--- config.mk ---
export PLATFORM = sky130hd
export DESIGN_NAME = occ_channel
export DESIGN_NICKNAME = d
export VERILOG_FILES = /design/src/pkg/occ_pkg.sv /design/src/design/occ_channel.sv /design/src/design/occ_sync.sv
export SDC_FILE = /design/constraint.sdc
export NUM_CORES = 1
export LEC_CHECK = 0
export BUFFER_PORTS_ARGS = -buffer_cell sky130_fd_sc_hd__clkbuf_2
export CAP_MARGIN = 20
export CELL_PAD_IN_SITES_DETAIL_PLACEMENT = 1
export CELL_PAD_IN_SITES_GLOBAL_PLACEMENT = 1
export CORE_AREA = 4 4 117 119
export DETAILED_ROUTE_END_ITERATION = 10
export DIE_AREA = 0 0 121 123
export GPL_ROUTABILITY_DRIVEN = 1
export PLACE_DENSITY = 0.86
export RECOVER_POWER = 25
export SLEW_MARGIN = 20
export SYNTH_ARGS = -nofsm -noshare
export SYNTH_HDL_FRONTEND = slang
export SYNTH_SLANG_ARGS = --single-unit
--- constraint.sdc ---
create_clock -name pclk -period 3 [get_ports pclk]
set_input_delay 0.45 -clock pclk [delete_from_list [all_inputs] [get_ports pclk]]
set_output_delay 0.45 -clock pclk [all_outputs]
set_load 0.05 [all_outputs]
--- src/pkg/occ_pkg.sv ---
// Purpose: Shared constants and types for the output compare channel
// Assumes: APB slave with 32-bit data, one aligned word per register
// Notes:   Control register keeps its 16-bit layout in the low half of the word
package occ_pkg;

  // Register byte offsets
  localparam logic [7:0] OCC_OFS_CTRL = 8'h00;  // compare_channel_control
  localparam logic [7:0] OCC_OFS_PRI  = 8'h04;  // primary_compare_value
  localparam logic [7:0] OCC_OFS_SEC  = 8'h08;  // secondary compare value
  localparam logic [7:0] OCC_OFS_STAT = 8'h0C;  // sticky event status, read only
  localparam logic [7:0] OCC_OFS_CLR  = 8'h10;  // event clear, write only
  localparam logic [7:0] OCC_OFS_EN   = 8'h14;  // event enable

  // Control register field positions
  localparam int unsigned OCC_B_IDLE = 13;  // idle_halt_select
  localparam int unsigned OCC_B_FLT  = 4;   // pwm_fault_status
  localparam int unsigned OCC_B_TSEL = 3;   // timebase_select
  localparam int unsigned OCC_MODE_W = 3;   // compare_mode_field width

  // Writable control bits; all others except pwm_fault_status read as zero
  localparam logic [15:0] OCC_CTRL_WMASK = 16'h200F;
  // Every implemented control bit, as seen by a read
  localparam logic [15:0] OCC_CTRL_RMASK = 16'h201F;

  // Reset values
  localparam logic [15:0] OCC_CTRL_RST = 16'h0000;
  localparam logic [15:0] OCC_CMP_RST  = 16'h0000;
  localparam logic [15:0] OCC_ZERO16   = 16'h0000;
  localparam logic [31:0] OCC_ZERO32   = 32'h0000_0000;

  // Event status bits
  localparam int unsigned OCC_NEV     = 2;
  localparam int unsigned OCC_EV_EDGE = 0;  // output edge event
  localparam int unsigned OCC_EV_FLT  = 1;  // fault falling edge event
  localparam logic [OCC_NEV-1:0] OCC_EV_RST = 2'h0;

  // Compare modes
  typedef enum logic [OCC_MODE_W-1:0] {
    OCC_OFF    = 3'b000,  // Disabled, pin back to port logic
    OCC_ONE_LO = 3'b001,  // Start low, match drives high
    OCC_ONE_HI = 3'b010,  // Start high, match drives low
    OCC_TOGGLE = 3'b011,  // Match inverts the pin
    OCC_DELAY  = 3'b100,  // Start low, one pulse
    OCC_CONT   = 3'b101,  // Start low, pulse train
    OCC_PWM    = 3'b110,  // PWM, fault ignored
    OCC_PWMF   = 3'b111   // PWM, fault honoured
  } occ_mode_e;

endpackage

--- src/design/occ_channel.sv ---
// Purpose: One output compare channel with APB registers and interrupt
// Assumes: Timer counts come from logic on pclk; fault pin is asynchronous
// Notes:   Zero wait state APB; compare matches fire once per count change
import occ_pkg::*;

module occ_channel
  import occ_pkg::*;
(
  // Clock and reset
  input  wire logic        pclk,
  input  wire logic        presetn,
  // APB slave
  input  wire logic [7:0]  paddr,
  input  wire logic        psel,
  input  wire logic        penable,
  input  wire logic        pwrite,
  input  wire logic [31:0] pwdata,
  input  wire logic [3:0]  pstrb,
  output logic      [31:0] prdata,
  output logic             pready,
  output logic             pslverr,
  // Time bases and system state
  input  wire logic [15:0] first_timebase_count,
  input  wire logic [15:0] second_timebase_count,
  input  wire logic        cpu_idle,
  // Pins
  input  wire logic        fault_input_a_n,
  input  wire logic        gpio_level,
  output logic             compare_output_pin,
  output logic             compare_output_oe,
  output logic             irq
);

  // Byte lane mask over the 16-bit registers
  function automatic logic [15:0] occ_lanes(input logic [3:0] s);
    occ_lanes = {{8{s[1]}}, {8{s[0]}}};
  endfunction

  // Registers
  logic [15:0]        ctrl_q, ctrl_d;        // Writable control bits
  logic [15:0]        pri_q, sec_q;          // Compare values
  logic [OCC_NEV-1:0] stat_q, stat_d;        // Sticky events
  logic [OCC_NEV-1:0] en_q;                  // Event enables
  logic [15:0]        cnt_prev_q;            // Last selected count
  logic               out_q, out_d;          // Compare output level
  logic               done_q, done_d;        // One pulse already given
  logic               flt_q, flt_d;          // pwm_fault_status
  logic               flt_prev_q;            // Last synchronised fault level
  logic [31:0]        rdata_d;               // Read mux

  // Bus decode
  wire        setup   = psel & ~penable;
  wire        wr      = psel & penable & pwrite;
  wire        hit_ctl = (paddr == OCC_OFS_CTRL);
  wire        hit_pri = (paddr == OCC_OFS_PRI);
  wire        hit_sec = (paddr == OCC_OFS_SEC);
  wire        hit_clr = (paddr == OCC_OFS_CLR);
  wire        hit_en  = (paddr == OCC_OFS_EN);
  wire        hit_any = hit_ctl | hit_pri | hit_sec | hit_clr | hit_en
                        | (paddr == OCC_OFS_STAT);
  wire [15:0] lanes   = occ_lanes(pstrb);
  wire [15:0] wmask   = OCC_CTRL_WMASK & lanes;

  // Control fields
  wire        idle_halt_select = ctrl_q[OCC_B_IDLE];
  wire        timebase_select  = ctrl_q[OCC_B_TSEL];
  occ_mode_e  mode, new_mode;
  assign mode     = occ_mode_e'(ctrl_q[OCC_MODE_W-1:0]);
  assign new_mode = occ_mode_e'(pwdata[OCC_MODE_W-1:0]);
  // A mode write restarts the channel; timer should be stopped first
  wire        mode_wr = wr & hit_ctl & pstrb[0];

  // Fault pin, synchronised before any logic sees it
  logic fault_s;
  occ_sync #(.RST_VAL(1'b1)) i_occ_sync (
    .pclk     (pclk),
    .presetn  (presetn),
    .async_in (fault_input_a_n),
    .sync_out (fault_s)
  );

  // Count source and match events
  wire [15:0] cnt    = timebase_select ? second_timebase_count
                                       : first_timebase_count;
  wire        run    = ~(idle_halt_select & cpu_idle);
  wire        tick   = (cnt != cnt_prev_q);
  wire        m_pri  = run & tick & (cnt == pri_q);
  wire        m_sec  = run & tick & (cnt == sec_q);
  wire        m_zero = run & tick & (cnt == OCC_ZERO16);
  wire        pri_nz = (pri_q != OCC_ZERO16);
  wire        flt_on = (mode == OCC_PWMF) & ~fault_s;
  wire        flt_fe = run & (mode == OCC_PWMF) & flt_prev_q & ~fault_s;

  // Output engine; a mode write sets the starting level
  always_comb begin
    out_d  = out_q;
    done_d = done_q;
    if (mode_wr) begin
      done_d = 1'b0;
      case (new_mode)
        OCC_ONE_LO: out_d = 1'b0;
        OCC_ONE_HI: out_d = 1'b1;
        OCC_DELAY:  out_d = 1'b0;
        OCC_CONT:   out_d = 1'b0;
        OCC_PWM,
        OCC_PWMF:   out_d = pri_nz;
        default:    out_d = out_q;   // Toggle keeps level, off is idle
      endcase
    end else begin
      case (mode)
        OCC_ONE_LO: if (m_pri) out_d = 1'b1;
        OCC_ONE_HI: if (m_pri) out_d = 1'b0;
        OCC_TOGGLE: if (m_pri) out_d = ~out_q;
        OCC_DELAY: begin
          // Second match ends the only pulse
          if (!done_q && m_pri) out_d = 1'b1;
          if (!done_q && m_sec) begin
            out_d  = 1'b0;
            done_d = 1'b1;
          end
        end
        OCC_CONT: begin
          if (m_pri) out_d = 1'b1;
          if (m_sec) out_d = 1'b0;
        end
        OCC_PWM, OCC_PWMF: begin
          // Period starts at count zero, duty ends at primary match
          if (m_zero) out_d = pri_nz;
          if (m_pri) out_d = 1'b0;
          // A halted channel must not move the pin, fault or not
          if (run && (flt_q || flt_on)) out_d = 1'b0;
        end
        default: out_d = out_q;
      endcase
    end
  end

  // Fault flag: set wins; cleared only by hardware
  always_comb begin
    flt_d = flt_q;
    if (mode != OCC_PWMF) flt_d = 1'b0;
    else if (m_zero && fault_s) flt_d = 1'b0;
    if (run && flt_on) flt_d = 1'b1;
  end

  // Output edges feed the event per mode
  wire rise = run & ~mode_wr & out_d & ~out_q;
  wire fall = run & ~mode_wr & ~out_d & out_q;
  wire ev_edge = ((mode == OCC_ONE_LO) & rise)
               | (((mode == OCC_ONE_HI) | (mode == OCC_DELAY) | (mode == OCC_CONT)) & fall)
               | ((mode == OCC_TOGGLE) & (rise | fall));
  wire [OCC_NEV-1:0] ev  = {flt_fe, ev_edge};
  wire [OCC_NEV-1:0] clr = (wr & hit_clr) ? pwdata[OCC_NEV-1:0] : OCC_EV_RST;

  // Status: a new event beats a clear in the same cycle
  assign stat_d = (stat_q & ~clr) | ev;

  // Control write keeps unimplemented bits at zero
  assign ctrl_d = (wr & hit_ctl) ? ((ctrl_q & ~wmask) | (pwdata[15:0] & wmask))
                                 : ctrl_q;

  // Read mux
  always_comb begin
    rdata_d = OCC_ZERO32;
    if (hit_ctl) rdata_d[15:0] = (ctrl_q & OCC_CTRL_WMASK)
                               | ({15'h0000, flt_q} << OCC_B_FLT);
    else if (hit_pri) rdata_d[15:0] = pri_q;
    else if (hit_sec) rdata_d[15:0] = sec_q;
    else if (paddr == OCC_OFS_STAT) rdata_d[OCC_NEV-1:0] = stat_q;
    else if (hit_en) rdata_d[OCC_NEV-1:0] = en_q;
  end

  // Bus answers: no wait states, error on unmapped address
  assign pready  = 1'b1;
  assign pslverr = psel & penable & ~hit_any;
  assign irq     = |(stat_q & en_q);

  // Register file
  always_ff @(posedge pclk or negedge presetn) begin
    if (!presetn) begin
      ctrl_q <= OCC_CTRL_RST;
      pri_q  <= OCC_CMP_RST;
      sec_q  <= OCC_CMP_RST;
      en_q   <= OCC_EV_RST;
      stat_q <= OCC_EV_RST;
      prdata <= OCC_ZERO32;
    end else begin
      ctrl_q <= ctrl_d;
      stat_q <= stat_d;
      if (wr && hit_pri) pri_q <= (pri_q & ~lanes) | (pwdata[15:0] & lanes);
      if (wr && hit_sec) sec_q <= (sec_q & ~lanes) | (pwdata[15:0] & lanes);
      if (wr && hit_en && pstrb[0]) en_q <= pwdata[OCC_NEV-1:0];
      // Read data captured in setup, held through access
      if (setup) prdata <= pwrite ? OCC_ZERO32 : rdata_d;
    end
  end

  // Compare engine state and pin
  always_ff @(posedge pclk or negedge presetn) begin
    if (!presetn) begin
      cnt_prev_q         <= OCC_ZERO16;
      out_q              <= 1'b0;
      done_q             <= 1'b0;
      flt_q              <= 1'b0;
      flt_prev_q         <= 1'b1;
      compare_output_pin <= 1'b0;
      compare_output_oe  <= 1'b0;
    end else begin
      if (run) cnt_prev_q <= cnt;  // Halted channel sees no ticks
      out_q      <= out_d;
      done_q     <= done_d;
      flt_q      <= flt_d;
      flt_prev_q <= fault_s;
      // Disabled channel passes the port level through
      compare_output_oe  <= (mode != OCC_OFF);
      compare_output_pin <= (mode != OCC_OFF) ? out_d : gpio_level;
    end
  end
endmodule

--- src/design/occ_sync.sv ---
// Purpose: Two-flop synchroniser for a level arriving from a pin
// Assumes: Input is asynchronous to pclk
// Notes:   Only the second flop may be read by other logic
module occ_sync
  import occ_pkg::*;
#(
  parameter logic RST_VAL = 1'b1  // Level shown during reset
) (
  // Clock and reset
  input  wire logic pclk,
  input  wire logic presetn,
  // Level in and out
  input  wire logic async_in,
  output logic      sync_out
);

  logic meta_q;  // First stage, read only by the second stage

  // Two stages; a constant on reset, never the pin itself
  always_ff @(posedge pclk or negedge presetn) begin
    if (!presetn) begin
      meta_q   <= RST_VAL;
      sync_out <= RST_VAL;
    end else begin
      meta_q   <= async_in;
      sync_out <= meta_q;
    end
  end

endmodule

## After elaboration in Yosys (flattened, before gate mapping)

Index checks and enable logic that the tools add are counted.
W data, S select, Z words.

| word-level totals | value |
|---|---|
| flip-flop bits (word level) | 108 |
| output and inout bits | 37 |
| logic and storage cells | 144 |

| cells by class | value |
|---|---|
| equality and inequality tests | 22 |
| muxes and demuxes | 28 |
| bitwise gates (word level) | 56 |
| reduce and logical (&&, ||, !) cells | 23 |

Operators with widths:

| cell | count |
|---|---|
| $and A16 B16 Y16 | 4 |
| $mux W16 | 4 |
| $or A16 B16 Y16 | 3 |
| $eq A16 B16 Y1 | 2 |
| $and A1 B1 Y1 | 24 |
| $eq A3 B3 Y1 const B | 8 |
| $mux W1 | 17 |
| $and A16 B14 Y16 | 1 |
| $eq A8 B4 Y1 const B | 2 |
| $eq A8 B5 Y1 const B | 2 |
| $logic_not A16 Y1 | 1 |
| $ne A16 B16 Y1 | 1 |
| $not A14 Y16 | 1 |
| $not A16 Y16 | 1 |
| $reduce_bool A16 Y1 | 1 |
| $mux W14 | 1 |
| $or A14 B5 Y14 | 1 |
| $or A1 B1 Y1 | 10 |
| $eq A3 B2 Y1 const B | 3 |
| $logic_and A1 B1 Y1 | 9 |
| $eq A8 B3 Y1 const B | 1 |
| $logic_not A8 Y1 | 1 |
| $mux W2 | 4 |
| $not A1 Y1 | 7 |
| 14 further kinds | 20 |

## Logic depth before layout (Yosys ltp)

Gate-level depths: netlist of run 1.

| depth | value |
|---|---|
| depth in word-level cells | 16 |
| depth in mapped cells | 15 |
| depth with buffers taken out | 14 |

## By module

A second synthesis of run 1 with hierarchy kept.

| unflattened totals | value |
|---|---|
| cell total of the unflattened synthesis | 417 |
| area total of the unflattened synthesis | 4585.6 um2 |

Modules (own cells, without submodules):

| module | times used | cells an instance | area each (um2) |
|---|---|---|---|
| occ_channel | 1 | 415 | 4533.1 |
| occ_sync | 1 | 2 | 52.6 |

## Least setup slack after synthesis of run 1

OpenSTA, ideal clock, no wires.

| timing path | value |
|---|---|
| path type | reg-to-reg |
| start point | reg (tool-made name) |
| end point | reg compare_output_pin |
| data arrival time | 2874 ps |
| data required time | 2873 ps |
| setup slack | -1 ps |
| cell stages (with the launch flop) | 16 |
| buffers on the path | 1 |
| cell sequence | dfrtp_1 buf_6 mux2i_2 xnor2_1 nor4_1 nand4_1 nor3_2 inv_1 ha_1 mux2_2 a22oi_1 o32ai_1 nand2_1 o32a_1 o41a_1 a31oi_1 |

RTL lines:

| item | RTL line | text |
|---|---|---|
| end signal: assignment | occ_channel.sv:216 | `compare_output_pin <= (mode != OCC_OFF) ? out_d : gpio_level;` |
| end: declaration | occ_channel.sv:29 | `output logic compare_output_pin,` |

==> results of run 1 <==
[cell usage after synthesis (2+ instances only)]
library cell,instances
dfrtp_1,78
xnor2_1,48
mux2_2,39
nor2_1,27
nand2_1,21
a21oi_1,18
o21ai_0,18
buf_4,17
nor4_1,15
clkbuf_1,14
a22oi_1,12
mux2i_4,9
nand4_1,8
nand3_1,7
and3_1,6
buf_2,6
mux2i_1,6
mux2i_2,6
a31oi_1,5
inv_1,5
a222oi_1,4
nor3_1,4
nor4_2,4
dfstp_2,3
or4_1,3
buf_6,2
conb_1,2
ha_1,2
nand2b_1,2
o2111ai_1,2
o21a_1,2
o22ai_1,2
or3_1,2
[metal layers]
metal | wire length [um] | share of wire
met3 | 699 | 0.050
met1 | 5570 | 0.40
met4 | 365 | 0.026
met5 | 0 | 0
met2 | 7460 | 0.53
[logic make-up after synthesis]
| family | count (synthesis) | share of synthesized area |
|---|---|---|
| xor+xnor | 49 | 0.0936 |
| buf+inv | 44 | 0.0548 |
| flops | 81 | 0.443 |
| fa+ha+maj | 3 | 0.00764 |
| compound gates | 70 | 0.0985 |
| mux | 60 | 0.171 |
| other cells | 2 | 0.00164 |
| simple gates | 108 | 0.130 |
[power by group]
part	switching, mW	internal [mW]
sequential	0.0394	1.12
combinational	0.249	0.193
clock	0.462	0.648
[through the flow]
step	cell area [um^2]	hold WS (ps)	TNS, ps
6_report	6000	187	-1360
5_1_grt	6000	182	-1770
4_1_cts	5880	172	-1220
3_5_place_dp	5370	347	-1420
3_3_place_gp	5370	347	-749
2_1_floorplan	4660	154	0
[layout by cell type (no fill, tap or decap), types with 2 or more instances in the layout]
cell type	instances
nand4_1	8
buf_6	3
mux2i_2	3
inv_1	4
o21ai_0	18
or4_1	3
buf_4	50
a22oi_1	11
a21oi_1	18
nand2b_1	2
and3_1	6
nand3_1	7
o22ai_1	2
a222oi_1	4
nor3_4	2
xnor2_2	5
nor3_1	4
clkbuf_16	9
xnor2_1	42
mux2_2	38
nor2_1	27
mux2i_4	12
nand2_1	21
clkbuf_2	85
buf_12	3
dfrtp_1	77
nor4_2	4
nor4_4	2
nor4_1	13
a31oi_1	5
o21a_1	2
dfstp_2	3
or3_1	2
o2111ai_1	2
clkinv_4	3
conb_1	17
mux2i_1	6
[worst min-delay path by stage]
stage	to	slack [ps]	cells after the start
after global placement	i_occ_sync.sync_out	350	0
after detailed placement	i_occ_sync.sync_out	350	0
final	i_occ_sync.meta_q	190	1
after CTS	i_occ_sync.meta_q	170	1
after global routing	i_occ_sync.meta_q	180	1
after floorplan	asynchronous set/reset pin	150	0
[final cells by class]
cell class	instances	area, um^2
clock inverters	6	68.8
repair buffers	142	922
multi-input cells	307	2510
clock buffers	10	229
inverters	5	18.8
well taps	172	215
fillers	1414	6570
flip-flops and latches	81	2030
[what timing repair did]
| item | 4_1_cts | 5_1_grt |
|---|---|---|
| setup endpoints to repair | 3 | 4 |
| buffers inserted | 17 | 6 |
| pin swaps | 7 | 14 |
| resized for setup | 9 | 14 |
| cloned | 1 | 0 |
==> impl_metrics.json, run 1 <==
{
  "fin_skew_ps": 6.03,
  "finalHoldViolations": 0,
  "synthArstFlopShare": 1.00,
  "cts_buffer_depth": 2,
  "r2r_slack_ps": -480,
  "grt_usage": 0.190,
  "min-delay-start": "fault_input_a_n",
  "drt_iter0_markers": 198,
  "grt_use_met3": 0.0412,
  "area_delta_synth_final_pct": 30.9,
  "fin_util": 0.477,
  "r2r-end": "stat_q[0]",
  "criticalPathCategory": "flop to flop",
  "cp_num_cells": 17,
  "critical-path-top-delay-family": "simple AND/OR/NAND/NOR gates",
  "irDropWorstVdd_uv": 335,
  "ant_nets": 0,
  "powerDensity_nw_per_um2": 452,
  "cts_root_buffer": "clkbuf_16",
  "yosysUniqueCellTypes": 51,
  "h-tree-depth": 3,
  "worstMarginPinSlew_ps": 1750,
  "grt_pass1_wl_mm": 21.8,
  "dieArea_um2": 14900,
  "nets": 632,
  "io_pins": 121,
  "vias_per_cell": 5.28,
  "slowest_delay_ps": 470,
  "path_buf_inv": 4,
  "leakage_nw": 2.68,
  "slew_headroom": -0.166,
  "cp_slowest_cell": "dfrtp_2",
  "cts_hold_buf": 0,
  "clk_latency_ps": 340,
  "cp.arrival_ps": 3750,
  "fmax_mhz": 287,
  "drive_gt1_frac": 0.428,
  "yosysSeqAreaShare": 0.443,
  "overflow": 0,
  "diodes": 0,
  "fin_cells": 723,
  "min_period_ps": 3480,
  "critPathLaunchType": "flop",
  "crit_fanout": 4,
  "grt_pass1_vias": 4134,
  "finalCritPeriodShare": 1.16,
  "row_count": 41,
  "grt_max_degree": 68,
  "finalPower_mw": 2.71,
  "syn_area_um2": 4590,
  "grt_busiest_layer": "met2",
  "dp_slack_ps": -494,
  "wire_per_inst_um": 19.5,
  "routabilityCongestion": 0.902,
  "synth_warnings": 0,
  "violations": "capacitance limit, slew limit, setup timing",
  "fp.dieW_um": 121,
  "drc": 0,
  "setup_violations": 3,
  "cts_inserted_buffers": 9,
  "core-area_um2": 12600,
  "gr-usage-met2": 0.344,
  "ys.flop_type": "dfrtp_1",
  "cp-end-kind": "flop",
  "syn_inst": 417,
  "rsz0062_at_grt": "true",
  "start_util": 0.365,
  "cp.required_ps": 3270,
  "path_clk_slew_ps": 60,
  "antenna_found_initial": 0,
  "post-route-worst-setup-slack_ps": -481,
  "crit_path_end": "stat_q[0]",
  "place_inst": 686,
  "yosysTopAreaCellShare": 0.426,
  "dp_hpwl_mm": 10.5,
  "path_cells": "buf_12 > buf_16 > mux2i_1 > buf_4 > xnor2_2 > nor4_4 > and4_4 > nor3_4 > inv_2 > ha_4 > mux2_4 > a22oi_2 > o32ai_2 > nand2_1 > o32a_1 > mux2i_1 > a21o_1",
  "synth_seq_cells": 81,
  "status": "finished with violations",
  "via_count": 3814,
  "grtUsageMet1": 0.220,
  "die_y_um": 123,
  "reg2reg_depth": 17,
  "cts_sinks": 81,
  "min-delay-path-class": "primary input to flop",
  "wl_mm": 14.1,
  "synth.largest_area_cell": "dfrtp_1",
  "cpMostUsedCell": "mux2i_1",
  "port_buffers": 85,
  "dr.pass1.iters": 6,
  "drv_slew": 68,
  "yosys-top-cells-area": "dfrtp_1 (43%), mux2_2 (9.6%), xnor2_1 (9.2%)",
  "cts_tree": "built",
  "synth_enable_flop_cells": 0,
  "syn_area_per_cell_um2": 11.0,
  "drv_cap": 1
}
Power figures use the tool's default switching activity.
==> run 2, diff against run 1 <==
Settings changed: PLACE_DENSITY 0.86 to 0.83.
==> impl_metrics.json, run 2 (synthesis results as in run 1) <==
{
  "leakage_nw": 2.58,
  "violations": "setup timing",
  "finalHoldViolations": 0,
  "cp-end-kind": "flop",
  "dp_hpwl_mm": 10.2,
  "fin_cells": 709,
  "h-tree-depth": 3,
  "cts_root_buffer": "clkbuf_16",
  "start_util": 0.365,
  "dr.pass1.iters": 4,
  "criticalPathCategory": "flop to flop",
  "setup_tns_ps": -1200,
  "cts_buffer_depth": 2,
  "fmax_mhz": 293,
  "internal_power_mw": 1.94,
  "wire_per_inst_um": 19.5,
  "wl_mm": 13.8,
  "irDropWorstVdd_uv": 274,
  "layout_commonest_cell": "clkbuf_2",
  "overflow": 0,
  "cp_slowest_cell": "dfrtp_2",
  "path_clk_slew_ps": 70,
  "grt_usage": 0.192,
  "grt_max_degree": 82,
  "dieArea_um2": 14900,
  "cp.required_ps": 3220,
  "place_inst": 681,
  "status": "finished with violations",
  "slowest_delay_ps": 410,
  "drv_cap": 0,
  "die_y_um": 123,
  "core-area_um2": 12600,
  "clk_latency_ps": 350,
  "io_pins": 121,
  "fp.dieW_um": 121,
  "cpMostUsedCell": "buf_12",
  "slew_headroom": 0.500,
  "post-route-worst-setup-slack_ps": -414,
  "cts_hold_buf": 0,
  "min_period_ps": 3410,
  "holdWs_ps": 142,
  "r2r-end": "compare_output_pin",
  "finalCritPeriodShare": 1.14,
  "cts_sinks": 81,
  "powerDensity_nw_per_um2": 466,
  "crit_fanout": 6,
  "placed_area_um2": 5330,
  "antenna_found_initial": 0,
  "area_delta_synth_final_pct": 26.6,
  "routabilityCongestion": 0.946,
  "cts_inserted_buffers": 9,
  "cp.arrival_ps": 3630,
  "diodes": 0,
  "grt_pass1_wl_mm": 22.3,
  "p_seq_frac": 0.428,
  "via_count": 3784,
  "crit_path_end": "compare_output_pin",
  "nets": 618,
  "layout_common_cells": "clkbuf_2 (84), dfrtp_1 (77), xnor2_1 (47)",
  "vias_per_cell": 5.34,
  "setup_violations": 3,
  "clkPwrFrac": 0.422,
  "r2r_slack_ps": -410,
  "rsz0062_at_grt": "true",
  "row_count": 41,
  "drive_gt1_frac": 0.400,
  "cts_tree": "built",
  "p_sw_mw": 0.759,
  "drt_iter0_markers": 219,
  "dp_slack_ps": -398,
  "share_comb_of_total_power": 0.150,
  "ant_nets": 0,
  "port_buffers": 85,
  "worstMarginPinSlew_ps": 749,
  "stdcell_area_um2": 5810,
  "fin_skew_ps": 8.84,
  "finalPower_mw": 2.70,
  "grt_pass1_vias": 4211,
  "drc": 0,
  "min-delay-path-class": "primary input to asynchronous set/reset pin",
  "critPathLaunchType": "flop",
  "reg2reg_depth": 16,
  "fin_util": 0.462,
  "drv_slew": 0,
  "path_cells": "buf_12 > buf_12 > mux2i_4 > xnor2_1 > nor4_1 > nand4_1 > nor3_2 > inv_1 > ha_1 > mux2_4 > a22oi_2 > o32ai_2 > nand2_1 > o32a_1 > o41a_1 > a31oi_1",
  "p_sw_frac": 0.281
}
[run 2: cell types whose count changed in the layout (fill, tap and decap cells not counted), moves of 2 or more]
cell / change
nor4_2: +2
xnor2_1: +5
buf_4: -13
xnor2_2: -4
nor4_4: -2
inv_6: +2
[run 2: cell type report]
| cell class | count | area, um^2 |
|---|---|---|
| fill | 1386 | 6760 |
| timing repair buffer | 128 | 807 |
| multi-input combinational | 307 | 2430 |
| clock inverter | 7 | 77.6 |
| tap | 172 | 215 |
| sequential | 81 | 2030 |
| clock buffer | 9 | 225 |
| inverter | 5 | 18.8 |
[run 2: what timing repair did]
item / 4_1_cts / 5_1_grt
endpoints found under the setup margin: 3 / 3
pin swaps: 4 / 3
resized for setup: 12 / 3
buffers inserted: 9 / 4
[run 2: worst min-delay path by stage]
stage	from	slack, ps	to
after global routing	fault_input_a_n	180	i_occ_sync.meta_q
after CTS	fault_input_a_n	170	i_occ_sync.meta_q
after detailed placement	i_occ_sync.meta_q	350	i_occ_sync.sync_out
final	presetn	140	cnt_prev_q[1]
after floorplan	presetn	150	asynchronous set/reset pin
after global placement	i_occ_sync.meta_q	350	i_occ_sync.sync_out
[run 2: power by group through the flow]
stage                     Sequential, mW  Combinational, mW  Clock [mW]
after CTS                           1.16              0.402        1.16
final                               1.16              0.406        1.14
after floorplan                     1.16              0.250           0
after global placement              1.17              0.357           0
after detailed placement            1.18              0.375           0
after global routing                1.16              0.440        1.20
[run 2: critical path: cells and delay by family, from the launching register on]
kind	cells	cell delay, ps
DFF	1	410
xor gates and xnor gates	1	100
muxes	2	540
AOI/OAI and AO/OA	5	710
adders and majority gates	1	280
and+or+nand+nor	4	860
buffers and inverters	3	380
[run 2: layer usage]
layer / GRT usage / share of wire / wire, um / vias to the layer above
met5: 0 / 0 / 0 / -
met4: 0.0637 / 0.025 / 346 / 0
met3: 0.0398 / 0.045 / 626 / 30
met2: 0.349 / 0.52 / 7250 / 118
met1: 0.228 / 0.41 / 5630 / 1927
li1: - / - / - / 1709
